$ cat config.mk
export PLATFORM = sky130hd
export DESIGN_NAME = sli_status_lamps
export DESIGN_NICKNAME = d
export VERILOG_FILES = /design/src/sli_pkg.sv /design/src/sli_pattern_gen.sv /design/src/sli_status_lamps.sv /design/src/sli_tick.sv
export SDC_FILE = /design/constraint.sdc
export NUM_CORES = 1
export LEC_CHECK = 0
export BUFFER_PORTS_ARGS = -buffer_cell sky130_fd_sc_hd__buf_2
export CORE_MARGIN = 5
export CORE_UTILIZATION = 30
export DETAILED_ROUTE_END_ITERATION = 7
export PLACE_DENSITY_LB_ADDON = 0.12
export SLEW_MARGIN = 10
export SYNTH_ARGS = -nofsm -noshare
export SYNTH_HDL_FRONTEND = slang
export SYNTH_SLANG_ARGS = --single-unit
$ cat constraint.sdc
create_clock -name clk_sys -period 5.9 [get_ports clk_sys]
set_input_delay 1.18 -clock clk_sys [delete_from_list [all_inputs] [get_ports clk_sys]]
set_output_delay 1.18 -clock clk_sys [all_outputs]
set_load 0.01 [all_outputs]
$ cat src/sli_pkg.sv
package sli_pkg;
	// ****************************************
	// Timing base
	// ****************************************
	localparam int CLK_HZ = 25000000;
	localparam int TICK_MS = 1;
	localparam int TICK_CYCLES = CLK_HZ / 1000 * TICK_MS;
	localparam int TICK_W = 15;

	// ****************************************
	// Pattern timing in milliseconds
	// ****************************************
	localparam int FAST_HALF_MS = 100;
	localparam int SLOW_ON_MS = 200;
	localparam int SLOW_PERIOD_MS = 1500;
	localparam int MULTI_ON_MS = 150;
	localparam int MULTI_GAP_MS = 150;
	localparam int MULTI_PERIOD_MS = 2000;
	localparam int SHUT_ON_MS = 100;
	localparam int SHUT_PERIOD_MS = 5000;
	localparam int FLICK_HALF_MS = 40;
	localparam int BLINK_HALF_MS = 400;
	localparam int STICK_DARK_MS = 150;
	localparam int START_BLINK_MS = 1000;
	localparam int START_LIMIT_MS = 10000;
	localparam int MS_W = 14;

	// ****************************************
	// Lamp patterns
	// ****************************************
	typedef enum logic [2:0] {
		PAT_OFF, PAT_ON, PAT_FAST, PAT_SLOW, PAT_DOUBLE, PAT_TRIPLE, PAT_SHUT, PAT_FLICK
	} sli_pattern_type;
endpackage

$ cat src/sli_pattern_gen.sv
`timescale 1ns/1ps
module sli_pattern_gen (
	// Clock and reset
	input wire logic clk_sys,
	input wire logic sys_rst,
	input wire logic clkEn,
	input wire logic tick,
	// Pattern request
	input wire sli_pkg::sli_pattern_type pattern,
	// Lamp level
	output logic lampOn
);
	logic [sli_pkg::MS_W-1:0] ms_q;
	sli_pkg::sli_pattern_type prev_q;
	logic [sli_pkg::MS_W-1:0] period;

	// Restart the phase on a pattern change so each blinking pattern begins lit
	always_ff @(posedge clk_sys) begin
		if (sys_rst) begin
			ms_q <= '0;
			prev_q <= sli_pkg::PAT_OFF;
		end else if (clkEn) begin
			prev_q <= pattern;
			if (pattern != prev_q || (tick && ms_q >= period - 1'b1)) begin
				ms_q <= '0;
			end else if (tick) begin
				ms_q <= ms_q + 1'b1;
			end
		end
	end

	always_comb begin
		unique case (pattern)
			sli_pkg::PAT_FAST: period = sli_pkg::MS_W'(2 * sli_pkg::FAST_HALF_MS);
			sli_pkg::PAT_SLOW: period = sli_pkg::MS_W'(sli_pkg::SLOW_PERIOD_MS);
			sli_pkg::PAT_DOUBLE: period = sli_pkg::MS_W'(sli_pkg::MULTI_PERIOD_MS);
			sli_pkg::PAT_TRIPLE: period = sli_pkg::MS_W'(sli_pkg::MULTI_PERIOD_MS);
			sli_pkg::PAT_SHUT: period = sli_pkg::MS_W'(sli_pkg::SHUT_PERIOD_MS);
			sli_pkg::PAT_FLICK: period = sli_pkg::MS_W'(2 * sli_pkg::FLICK_HALF_MS);
			sli_pkg::PAT_OFF: period = sli_pkg::MS_W'(2 * sli_pkg::BLINK_HALF_MS);
			sli_pkg::PAT_ON: period = sli_pkg::MS_W'(2 * sli_pkg::BLINK_HALF_MS);
		endcase
	end

	localparam int MP = sli_pkg::MULTI_ON_MS + sli_pkg::MULTI_GAP_MS;

	always_ff @(posedge clk_sys) begin
		if (sys_rst) begin
			lampOn <= 1'b0;
		end else if (clkEn) begin
			unique case (pattern)
				sli_pkg::PAT_OFF: lampOn <= 1'b0;
				sli_pkg::PAT_ON: lampOn <= 1'b1;
				sli_pkg::PAT_FAST: lampOn <= ms_q < sli_pkg::MS_W'(sli_pkg::FAST_HALF_MS);
				sli_pkg::PAT_SLOW: lampOn <= ms_q < sli_pkg::MS_W'(sli_pkg::SLOW_ON_MS);
				sli_pkg::PAT_DOUBLE: lampOn <= (ms_q < sli_pkg::MS_W'(2 * MP))
					&& ((ms_q % sli_pkg::MS_W'(MP)) < sli_pkg::MS_W'(sli_pkg::MULTI_ON_MS));
				sli_pkg::PAT_TRIPLE: lampOn <= (ms_q < sli_pkg::MS_W'(3 * MP))
					&& ((ms_q % sli_pkg::MS_W'(MP)) < sli_pkg::MS_W'(sli_pkg::MULTI_ON_MS));
				sli_pkg::PAT_SHUT: lampOn <= ms_q < sli_pkg::MS_W'(sli_pkg::SHUT_ON_MS);
				sli_pkg::PAT_FLICK: lampOn <= ms_q < sli_pkg::MS_W'(sli_pkg::FLICK_HALF_MS);
			endcase
		end
	end
endmodule

$ cat src/sli_status_lamps.sv
// Summary of operation
// - Central lamp steadily lit when ready and nothing else is shown.
// - Stick leaving centre darkens central lamp briefly, then lit again.
// - Central lamp blinks fast while scanning, no receiver or invalid signal.
// - Inter-unit link fault: central lamp short on, longer off.
// - Processor battery error: central lamp repeats double blink.
// - After undervoltage shutdown: one short blink every 5 seconds.
// - Sound lamp lit when ready, flickers while sound plays.
// - Sound lamp blinks rapidly on card, missing or corrupt sample set fault.
// - Sound lamp blinks ordinarily with no link to central unit.
// - Both lamps blink after power-on, steady within 10 seconds or error.
// - Central button held at power-on enters update mode, triple blink.
// - Sound button held at power-on enters update mode, triple blink.
`timescale 1ns/1ps
module sli_status_lamps #(
	parameter int TICK_CYCLES = sli_pkg::TICK_CYCLES
) (
	// Clock and reset
	input wire logic clk_sys,
	input wire logic sys_rst,
	input wire logic clkEn,
	// Central unit conditions
	input wire logic centralReady,
	input wire logic stickMoved,
	input wire logic rxScanning,
	input wire logic rxMissing,
	input wire logic rxInvalid,
	input wire logic linkFault,
	input wire logic batteryError,
	input wire logic undervoltShutdown,
	// Sound unit conditions
	input wire logic soundReady,
	input wire logic soundPlaying,
	input wire logic cardFault,
	input wire logic soundNoLink,
	// Buttons
	input wire logic central_update_button,
	input wire logic sound_update_button,
	// Lamps and status
	output logic central_status_lamp,
	output logic sound_status_lamp,
	output logic centralUpdateMode,
	output logic soundUpdateMode,
	output logic startupError
);
	// ****************************************
	// Timebase
	// ****************************************
	logic tick;

	sli_tick #(
		.CYCLES(TICK_CYCLES)
	) u_tick (
		.clk_sys(clk_sys),
		.sys_rst(sys_rst),
		.clkEn(clkEn),
		.tick(tick)
	);

	// ****************************************
	// Power-on sequencing
	// ****************************************
	// Buttons are caught after reset release, never inside the reset branch
	logic strapDone_q;
	logic [sli_pkg::MS_W-1:0] upMs_q;
	logic startBlink;
	logic limitHit;

	assign startBlink = upMs_q < sli_pkg::MS_W'(sli_pkg::START_BLINK_MS);
	assign limitHit = upMs_q >= sli_pkg::MS_W'(sli_pkg::START_LIMIT_MS);

	always_ff @(posedge clk_sys) begin
		if (sys_rst) begin
			strapDone_q <= 1'b0;
			centralUpdateMode <= 1'b0;
			soundUpdateMode <= 1'b0;
		end else if (clkEn && !strapDone_q) begin
			strapDone_q <= 1'b1;
			centralUpdateMode <= central_update_button;
			soundUpdateMode <= sound_update_button;
		end
	end

	always_ff @(posedge clk_sys) begin
		if (sys_rst) begin
			upMs_q <= '0;
		end else if (clkEn && tick && !limitHit) begin
			upMs_q <= upMs_q + 1'b1;
		end
	end

	// Units not both ready by the limit flag an error; update mode is exempt
	always_ff @(posedge clk_sys) begin
		if (sys_rst) begin
			startupError <= 1'b0;
		end else if (clkEn && limitHit && !startupError) begin
			startupError <= !(centralUpdateMode || soundUpdateMode)
				&& !(centralReady && soundReady);
		end
	end

	// ****************************************
	// Stick dark pulse
	// ****************************************
	logic stickPrev_q;
	logic [sli_pkg::MS_W-1:0] darkMs_q;

	always_ff @(posedge clk_sys) begin
		if (sys_rst) begin
			stickPrev_q <= 1'b0;
			darkMs_q <= '0;
		end else if (clkEn) begin
			stickPrev_q <= stickMoved;
			if (stickMoved && !stickPrev_q) begin
				darkMs_q <= sli_pkg::MS_W'(sli_pkg::STICK_DARK_MS);
			end else if (tick && darkMs_q != '0) begin
				darkMs_q <= darkMs_q - 1'b1;
			end
		end
	end

	// ****************************************
	// Pattern selection
	// ****************************************
	sli_pkg::sli_pattern_type centralPat;
	sli_pkg::sli_pattern_type soundPat;

	always_comb begin
		if (centralUpdateMode) begin
			centralPat = sli_pkg::PAT_TRIPLE;
		end else if (undervoltShutdown) begin
			centralPat = sli_pkg::PAT_SHUT;
		end else if (batteryError) begin
			centralPat = sli_pkg::PAT_DOUBLE;
		end else if (startBlink) begin
			centralPat = sli_pkg::PAT_FAST;
		end else if (linkFault) begin
			centralPat = sli_pkg::PAT_SLOW;
		end else if (rxScanning || rxMissing || rxInvalid) begin
			centralPat = sli_pkg::PAT_FAST;
		end else if (!centralReady) begin
			centralPat = sli_pkg::PAT_OFF;
		end else if (darkMs_q != '0) begin
			centralPat = sli_pkg::PAT_OFF;
		end else begin
			centralPat = sli_pkg::PAT_ON;
		end
	end

	always_comb begin
		if (soundUpdateMode) begin
			soundPat = sli_pkg::PAT_TRIPLE;
		end else if (startBlink) begin
			soundPat = sli_pkg::PAT_FAST;
		end else if (cardFault) begin
			soundPat = sli_pkg::PAT_FAST;
		end else if (soundNoLink) begin
			soundPat = sli_pkg::PAT_OFF;
		end else if (!soundReady) begin
			soundPat = sli_pkg::PAT_OFF;
		end else if (soundPlaying) begin
			soundPat = sli_pkg::PAT_FLICK;
		end else begin
			soundPat = sli_pkg::PAT_ON;
		end
	end

	// Ordinary blink for a lost link reuses the slow-period generator shape
	sli_pkg::sli_pattern_type soundSel;
	assign soundSel = (!soundUpdateMode && !startBlink && !cardFault && soundNoLink)
		? sli_pkg::PAT_SLOW : soundPat;

	// ****************************************
	// Lamp drivers
	// ****************************************
	sli_pattern_gen u_central (
		.clk_sys(clk_sys),
		.sys_rst(sys_rst),
		.clkEn(clkEn),
		.tick(tick),
		.pattern(centralPat),
		.lampOn(central_status_lamp)
	);

	sli_pattern_gen u_sound (
		.clk_sys(clk_sys),
		.sys_rst(sys_rst),
		.clkEn(clkEn),
		.tick(tick),
		.pattern(soundSel),
		.lampOn(sound_status_lamp)
	);
endmodule

$ cat src/sli_tick.sv
`timescale 1ns/1ps
module sli_tick #(
	parameter int CYCLES = sli_pkg::TICK_CYCLES
) (
	// Clock and reset
	input wire logic clk_sys,
	input wire logic sys_rst,
	input wire logic clkEn,
	// Millisecond strobe
	output logic tick
);
	logic [sli_pkg::TICK_W-1:0] cnt_q;

	always_ff @(posedge clk_sys) begin
		if (sys_rst) begin
			cnt_q <= '0;
			tick <= 1'b0;
		end else if (clkEn) begin
			tick <= (cnt_q == sli_pkg::TICK_W'(CYCLES - 1));
			if (cnt_q == sli_pkg::TICK_W'(CYCLES - 1)) begin
				cnt_q <= '0;
			end else begin
				cnt_q <= cnt_q + 1'b1;
			end
		end
	end
endmodule

# Word-level counts from Yosys, hierarchy flattened
# Memory sizes are Yosys's and may differ from the RTL's.
# Cells that the tools add are included.
# classes
add_sub_neg,7
n_div,2
magnitude_cmp,16
n_eq_ne,17
mux,24
n_reduce_logical,43
# ops
op,n
two-way mux 14 bit,6
< comparator 14 x 10 -> 1 bit (second input constant),5
< comparator 14 x 8 -> 1 bit (second input constant),4
adder 14 x 1 -> 14 bit (second input constant),3
subtractor 14 x 1 -> 14 bit (second input constant),3
two-way mux 3 bit,10
>= comparator 14 bit,2
< comparator 14 x 6 -> 1 bit (second input constant),2
< comparator 14 x 7 -> 1 bit (second input constant),2
modulo 14 x 9 -> 14 bit (second input constant),2
equality test 3 bit (second input constant),8
logical AND 1 bit,18
adder 15 x 1 -> 15 bit (second input constant),1
equality test 15 bit (second input constant),1
two-way mux 15 bit,1
>= comparator 14 bit (second input constant),1
case mux 1 bit (7 select lines),2
nonzero test 14 bit,1
equality test 3 x 2 -> 1 bit (second input constant),4
logical NOT 1 bit,9
equality test 3 x 1 -> 1 bit (second input constant),2
logical NOT 3 bit,2
two-way mux 2 bit,3
!= test 3 bit,2
5 further kinds,15
# word_totals
regBits,85
romBits,160
inputBits,17
elab_cells,126
n_memories,2
# mem_list
name,depth,word_bits,rd,rd_ports_with_merged_regs,write_ports,line_no,text
(no name shown),8,10,1,0,0,sli_pattern_gen.sv:33,unique case (pattern)
(no name shown),8,10,1,0,0,sli_pattern_gen.sv:33,

# Logic depth before layout (Yosys ltp)
# An unclocked memory read counts as a cell.
# depth
ltp_word,16
ltp_mapped,27

# Hierarchy
# From an unflattened synthesis, not the netlist that was laid out.
# unflattened
hier_cells,1203
area_unflattened_um2,9087.5
# modules_own_cells
module,instances,cells_each,area_per_inst_um2,seq_area_each_um2
sli_pattern_gen (u_sound),1,461,3251.9,360.3
sli_pattern_gen (u_central),1,442,3199.3,360.3
sli_status_lamps,1,218,1866.8,660.6
sli_tick,1,82,769.5,320.3

# Least setup slack after synthesis
# OpenSTA, ideal clock, no wires.
# synth_timing
path_type,input port to flip-flop
startpoint,input rxMissing
endpoint,register u_central.ms_q[10] in the netlist's numbering
setup_time_ps,65
arrival_time_ps,4637
required_ps,5835
slack_ps,1198
path_stages,22
n_path_buf,1
path_cell_list,nor3_1 a31oi_1 o21bai_1 inv_1 nand2_1 ha_1 ha_1 a21o_1 a21oi_1 nor2b_1 o21ai_0 nand2b_1 a21oi_1 nor2b_1 o21ai_0 nand2b_1 a21oi_1 nor2_1 a2111oi_0 o21bai_1 clkbuf_1 nor2_1
# synth_via
elab_chain_len,15
word_cells_on_any_way,17
classes_between,add/sub (1); order compare (1); eq/ne (1); mux (7); reduce/logical (6); memory (1)
# synth_rtl
element,line_no,text
from (decl),sli_status_lamps.sv:26,"input wire logic rxMissing,"
logical OR 1 bit (*) (2 in series),sli_status_lamps.sv:139,end else if (rxScanning || rxMissing || rxInvalid) begin
two-way mux 2 bit (*),sli_status_lamps.sv:139,
two-way mux 2 bit (*),sli_status_lamps.sv:137,end else if (linkFault) begin
two-way mux 2 bit (*),sli_status_lamps.sv:135,end else if (startBlink) begin
two-way mux 3 bit (*),sli_status_lamps.sv:133,end else if (batteryError) begin
two-way mux 3 bit (*),sli_status_lamps.sv:131,end else if (undervoltShutdown) begin
two-way mux 3 bit (*),sli_status_lamps.sv:129,if (centralUpdateMode) begin
memory read (8 x 10 bit),-,
subtractor 14 x 1 -> 14 bit,sli_pattern_gen.sv:24,if (pattern != prev_q || (tick && ms_q >= period - 1'b1)) begin
>= comparator 14 bit,sli_pattern_gen.sv:24,
logical AND 1 bit,sli_pattern_gen.sv:24,
logical OR 1 bit (*),sli_pattern_gen.sv:24,
nonzero test 2 bit (no source line),-,
AND reduction 2 bit (no source line),-,
to (signal assigned),sli_pattern_gen.sv:27,ms_q <= ms_q + 1'b1;
to (decl),sli_pattern_gen.sv:13,logic [sli_pkg::MS_W-1:0] ms_q;
# Mark *: on every way between the ends. The rest lies on a longest branch, timed or not.
# A chain may end at the register's enable or synchronous reset.

# Worst setup path in the final report
# layout_timing
startpoint,register u_sound.ms_q[13] in the netlist's numbering
endpoint,register u_sound.lampOn
# layout_via
elab_chain_len,4
word_cells_on_any_way,10
classes_between,div (1); order compare (6); mux (1); reduce/logical (2)
# layout_rtl
element,line_no,text
from (decl),sli_pattern_gen.sv:13,
from (signal assigned),sli_pattern_gen.sv:27,
modulo 14 x 9 -> 14 bit,"sli_pattern_gen.sv:57, sli_pattern_gen.sv:59",
< comparator 14 x 8 -> 1 bit,"sli_pattern_gen.sv:57, sli_pattern_gen.sv:59",
logical AND 1 bit (on tied branches),"sli_pattern_gen.sv:59, sli_pattern_gen.sv:57",
case mux 1 bit (7 select lines) (*),sli_pattern_gen.sv:51,unique case (pattern)
to (signal assigned),sli_pattern_gen.sv:58,sli_pkg::PAT_TRIPLE: lampOn <= (ms_q < sli_pkg::MS_W'(3 * MP))
to (signal assigned),sli_pattern_gen.sv:60,sli_pkg::PAT_SHUT: lampOn <= ms_q < sli_pkg::MS_W'(sli_pkg::SHUT_ON_MS);
to (signal assigned),sli_pattern_gen.sv:61,sli_pkg::PAT_FLICK: lampOn <= ms_q < sli_pkg::MS_W'(sli_pkg::FLICK_HALF_MS);
to (decl),sli_pattern_gen.sv:11,output logic lampOn
# Marked as above.

==> summary by stage <==
Outcome
The flow ran to the end, and the final reports show no timing, DRC or antenna violations.

Timing
Clock skew on the completed layout was measured at approximately 0.0077 ns. At the pin with the least slew margin, the transition time is 1.06 ns. Setup repair after global routing left no endpoint under its margin. Setup violations remaining at the end of the flow were counted as 0. Based on the critical path, the design can be clocked at up to roughly 190 MHz. Measured against its own limit, the worst slew margin works out to between 20 and 30%. After layout, the worst setup slack is 0.526 ns. After layout, the minimum clock period comes to around 5.4 ns.

The hold violation count in the final report was 0. The number of pins with negative max-slew slack in the final report came to 0. The total negative slack for setup checks is 0 ns. The worst path uses between 90% and 100% of the clock period.

Yosys
During synthesis, Yosys emitted a total of 0 warnings. In the post-synthesis netlist, the biggest area contributors are sky130_fd_sc_hd__dfxtp_1, sky130_fd_sc_hd__nor2_1, sky130_fd_sc_hd__xnor2_1. The register bit total from synthesis is 85. Among all flip-flop cells after synthesis, the most frequent one is sky130_fd_sc_hd__dfxtp_1. For this run, asynchronously set or reset flops after synthesis account for 0%. The post-synthesis share of cell area spent on full adders, half adders and majority gates is under 10%.

Summing the areas of all xor and xnor instances in the mapped netlist gives 9.83% of the synthesized area. The share of the Yosys chip area taken by registers is between 20% and 30%. Yosys mapped a number of flops with a built-in enable equal to 0.

The main combinational cell family by area after synthesis is simple AND/OR/NAND/NOR gates. Averaged over all synthesized cells, the footprint is between 7 and 8 µm². After synthesis, the netlist uses 104 different library cells. After synthesis, the share of cell area in mux cells is 3.69%. sky130_fd_sc_hd__dfxtp_1 takes more of the synthesized area than any other cell. Synthesis produced ~1,100 cells. The post-synthesis instance area is about 0.008 mm².

The share of synthesized area in the top cell type comes to 21.3%. The synthesized-area fraction occupied by and/or/nand/nor cells is between 20% and 30%. The compound-gate portion of the synthesized area is about a quarter.

Final layout
The number of nets in the layout is between 1,000 and 1,500. The number of antenna diodes in the final layout is 0. The register area is about 0.0017 mm². The post-route netlist has just over 10% of its cells at a drive strength greater than 1. Fill cells in the final layout number approximately 2,800. The area added between synthesis and finish is 9.38%.

The multi-input combinational cell area is about 0.0059 mm².

Pwr
The total power consumption of the routed design is about 1.3 mW. The peak ir drop on the vdd network is approximately 110 µV. The total power density per cell area is between 100 and 150 mW/mm². The leakage component of the power is 3.20 nW.

Placed design
Buffers placed on the I/O ports in this run total 21. The weighted congestion reported at the end of routability-driven placement is roughly 0.82. The HPWL after detailed placement is 15,800 µm. At the placement stage, the worst setup path has a slack of 0.477 ns.

CTS
The buffer type at the clock tree root is sky130_fd_sc_hd__clkbuf_16. The TritonCTS buffer count is 9. For the worst-skew pair, the clock arrives at the later sink with an insertion delay of about 0.34 ns. The H-tree generated during clock tree synthesis spans 3 levels. In this run the deepest clock path goes through 2 buffers. Buffers inserted to repair hold after CTS numbered 0. The clock sink count is 85. TritonCTS built the clock tree.

The clock transition at the registers of the reported paths is 0.07 ns. Post-CTS repair changed the size of 0 cells. The post-CTS setup-driven buffer insertion count is 0.

Worst setup path
For the worst setup path, the data required time is 6.14 ns. For the worst setup path, the data arrival time is around 5.6 ns. STA classifies the critical path startpoint as a register. Along the worst path, the maximum fanout reaches 22. The worst setup path category is register to register.

The capturing element type of the critical path is a register.

Detailed routing
The detail route stage leaves a number of antenna-violating nets equal to 0. The total via count in the routed design is between 7,000 and 8,000. The per-cell routed wire length is ~15 µm. The average vias per placed instance is ~5.3. The residual DRC count is 0. The first detailed-routing pass took 5 iterations. The starting DRC count in detailed routing is 452.

The routed design has between 20,000 and 25,000 µm of wire.

Die
22 I/O pins were placed. The starting density of the core is 30.6%. From bottom edge to top edge, the die measures approximately 170 µm. The total die area is between 0.03 and 0.04 mm². The row count is 59.

In this run the horizontal extent of the chip is ~170 µm. The floorplan core area is around 0.026 mm².

Min path
The worst hold path belongs to the class register to register.

Global routing
The total overflow left after global routing is 0. The combined global-route utilization of all metal layers is around 14%. Entering global routing, the biggest net connects between 40 and 50 pins. The number of global-route vias before repair is about 7,000. The number of antenna violations at the first check in global routing is 0. The first global-routing pass estimated ~36,000 µm of wire.

Flow run
The max-cap violation count is 0.
state kept, by name (all words and copies together) (netlist names):
| signal | flops |
|---|---|
| centralUpdateMode | 1 |
| u_tick.cnt_q | 15 |
| u_central.lampOn | 1 |
| strapDone_q | 1 |
| u_sound.ms_q | 14 |
| darkMs_q | 14 |
| u_sound.prev_q | 3 |
| soundUpdateMode | 1 |
| upMs_q | 14 |
| stickPrev_q | 1 |
| u_sound.lampOn | 1 |
| u_central.ms_q | 14 |
| u_central.prev_q | 3 |
| u_tick.tick | 1 |
| startupError | 1 |
path summary, 6_finish.rpt:
kind	from	end	slack (ns)	depth (start not counted)
max reg2reg	u_sound.ms_q[13]	u_sound.lampOn	0.53	17
min	strapDone_q	strapDone_q	0.48	2
min reg2reg	strapDone_q	strapDone_q	0.48	2
max	u_sound.ms_q[13]	u_sound.lampOn	0.53	17
per-stage QoR:
stage               hold slack [ns]  area (µm²)  cells  utilization [%]
CTS                           0.478        8760   1412             33.4
global placement              0.453        8460   1397             32.3
global route                  0.522        8760   1412             33.4
detailed placement            0.453        8460   1397             32.3
floorplan                     0.435        8030   1077                -
finish                        0.477        8760   1412             33.4
power breakdown:
| part | internal (mW) | switching [mW] | leakage, nW |
|---|---|---|---|
| registers | 0.588 | 0.0161 | 0.689 |
| logic | 0.0473 | 0.0663 | 2.37 |
| clock network | 0.329 | 0.245 | 0.139 |
layer usage:
metal,routed length [µm],track usage [%]
met1,11000,20.1
met2,9240,21.7
met3,551,1.98
met4,251,3.16
met5,0,0
cell usage in the layout (no fill, tap or decap), types with 20 or more instances in the layout:
cell,n
sky130_fd_sc_hd__nor2_1,154
sky130_fd_sc_hd__xor2_1,41
sky130_fd_sc_hd__buf_2,21
sky130_fd_sc_hd__nand2b_1,20
sky130_fd_sc_hd__nand2_1,74
sky130_fd_sc_hd__dfxtp_1,85
sky130_fd_sc_hd__a21oi_1,59
sky130_fd_sc_hd__xnor2_1,47
sky130_fd_sc_hd__ha_1,32
sky130_fd_sc_hd__nor3_1,24
sky130_fd_sc_hd__nand4_1,21
sky130_fd_sc_hd__buf_4,24
sky130_fd_sc_hd__mux2i_1,21
sky130_fd_sc_hd__inv_1,29
sky130_fd_sc_hd__nand3_1,39
sky130_fd_sc_hd__o21ai_0,49
synth_stat cells, types with 4 or more instances:
library cell,n
sky130_fd_sc_hd__nor4b_1,5
sky130_fd_sc_hd__o21ai_0,49
sky130_fd_sc_hd__nand3b_1,7
sky130_fd_sc_hd__nor2_1,154
sky130_fd_sc_hd__clkbuf_1,30
sky130_fd_sc_hd__nand2b_1,20
sky130_fd_sc_hd__or3_1,13
sky130_fd_sc_hd__a211oi_1,18
sky130_fd_sc_hd__o2111ai_1,4
sky130_fd_sc_hd__o22ai_1,5
sky130_fd_sc_hd__or2_2,11
sky130_fd_sc_hd__nor3b_1,4
sky130_fd_sc_hd__nand3_1,39
sky130_fd_sc_hd__and3_1,15
sky130_fd_sc_hd__a21oi_1,59
sky130_fd_sc_hd__o21a_1,10
sky130_fd_sc_hd__o21ai_1,6
sky130_fd_sc_hd__dfxtp_1,85
sky130_fd_sc_hd__a211o_1,9
sky130_fd_sc_hd__xor2_1,41
sky130_fd_sc_hd__a21o_1,15
sky130_fd_sc_hd__a31oi_1,17
sky130_fd_sc_hd__nor4_1,17
sky130_fd_sc_hd__inv_1,29
sky130_fd_sc_hd__a32oi_1,8
sky130_fd_sc_hd__buf_2,20
sky130_fd_sc_hd__o31ai_1,4
sky130_fd_sc_hd__nor2b_1,15
sky130_fd_sc_hd__buf_1,6
sky130_fd_sc_hd__o21bai_1,6
sky130_fd_sc_hd__nand2_1,74
sky130_fd_sc_hd__mux2i_1,21
sky130_fd_sc_hd__o211ai_1,17
sky130_fd_sc_hd__xnor2_1,47
sky130_fd_sc_hd__ha_1,32
sky130_fd_sc_hd__mux2_2,5
sky130_fd_sc_hd__nand4_1,21
sky130_fd_sc_hd__and2_1,17
sky130_fd_sc_hd__nor3_1,24
layout make-up:
class,count,area share [%]
Timing Repair Buffer,45,3.26
Clock inverter,6,0.814
Inverter,30,1.29
Multi-Input combinational cell,902,67.9
Sequential cell,85,19.4
Clock buffer,9,2.57
Tap cell,335,4.79
logic make-up (layout without fill, tap and decap cells):
group,count (synthesis),count (layout)
and+or+nand+nor,461,461
AOI/OAI and AO/OA,283,283
buffers and inverters,90,90
xor gates and xnor gates,89,89
DFF,85,85
adders and majority gates,34,34
muxes,28,28
other,1,7
worst max-delay path, stage by stage, from the launching register on:
cell                        delay [ns]
sky130_fd_sc_hd__dfxtp_1          0.65
sky130_fd_sc_hd__a21bo_1          0.28
sky130_fd_sc_hd__or3b_4           0.39
sky130_fd_sc_hd__o211a_1          0.24
sky130_fd_sc_hd__o21ai_4          0.36
sky130_fd_sc_hd__o2111ai_1        0.17
sky130_fd_sc_hd__a221o_1          0.45
sky130_fd_sc_hd__a21oi_4          0.27
sky130_fd_sc_hd__mux2_2           0.38
sky130_fd_sc_hd__a311o_2          0.49
sky130_fd_sc_hd__mux2i_1          0.18
sky130_fd_sc_hd__nor3b_2          0.32
sky130_fd_sc_hd__nand2_1          0.19
sky130_fd_sc_hd__o21ai_0          0.21
sky130_fd_sc_hd__o2bb2ai_1        0.16
sky130_fd_sc_hd__o21ai_1          0.11
sky130_fd_sc_hd__a41o_1           0.24
sky130_fd_sc_hd__a31o_1           0.17
No activity file was read; power rests on OpenSTA's default activity.
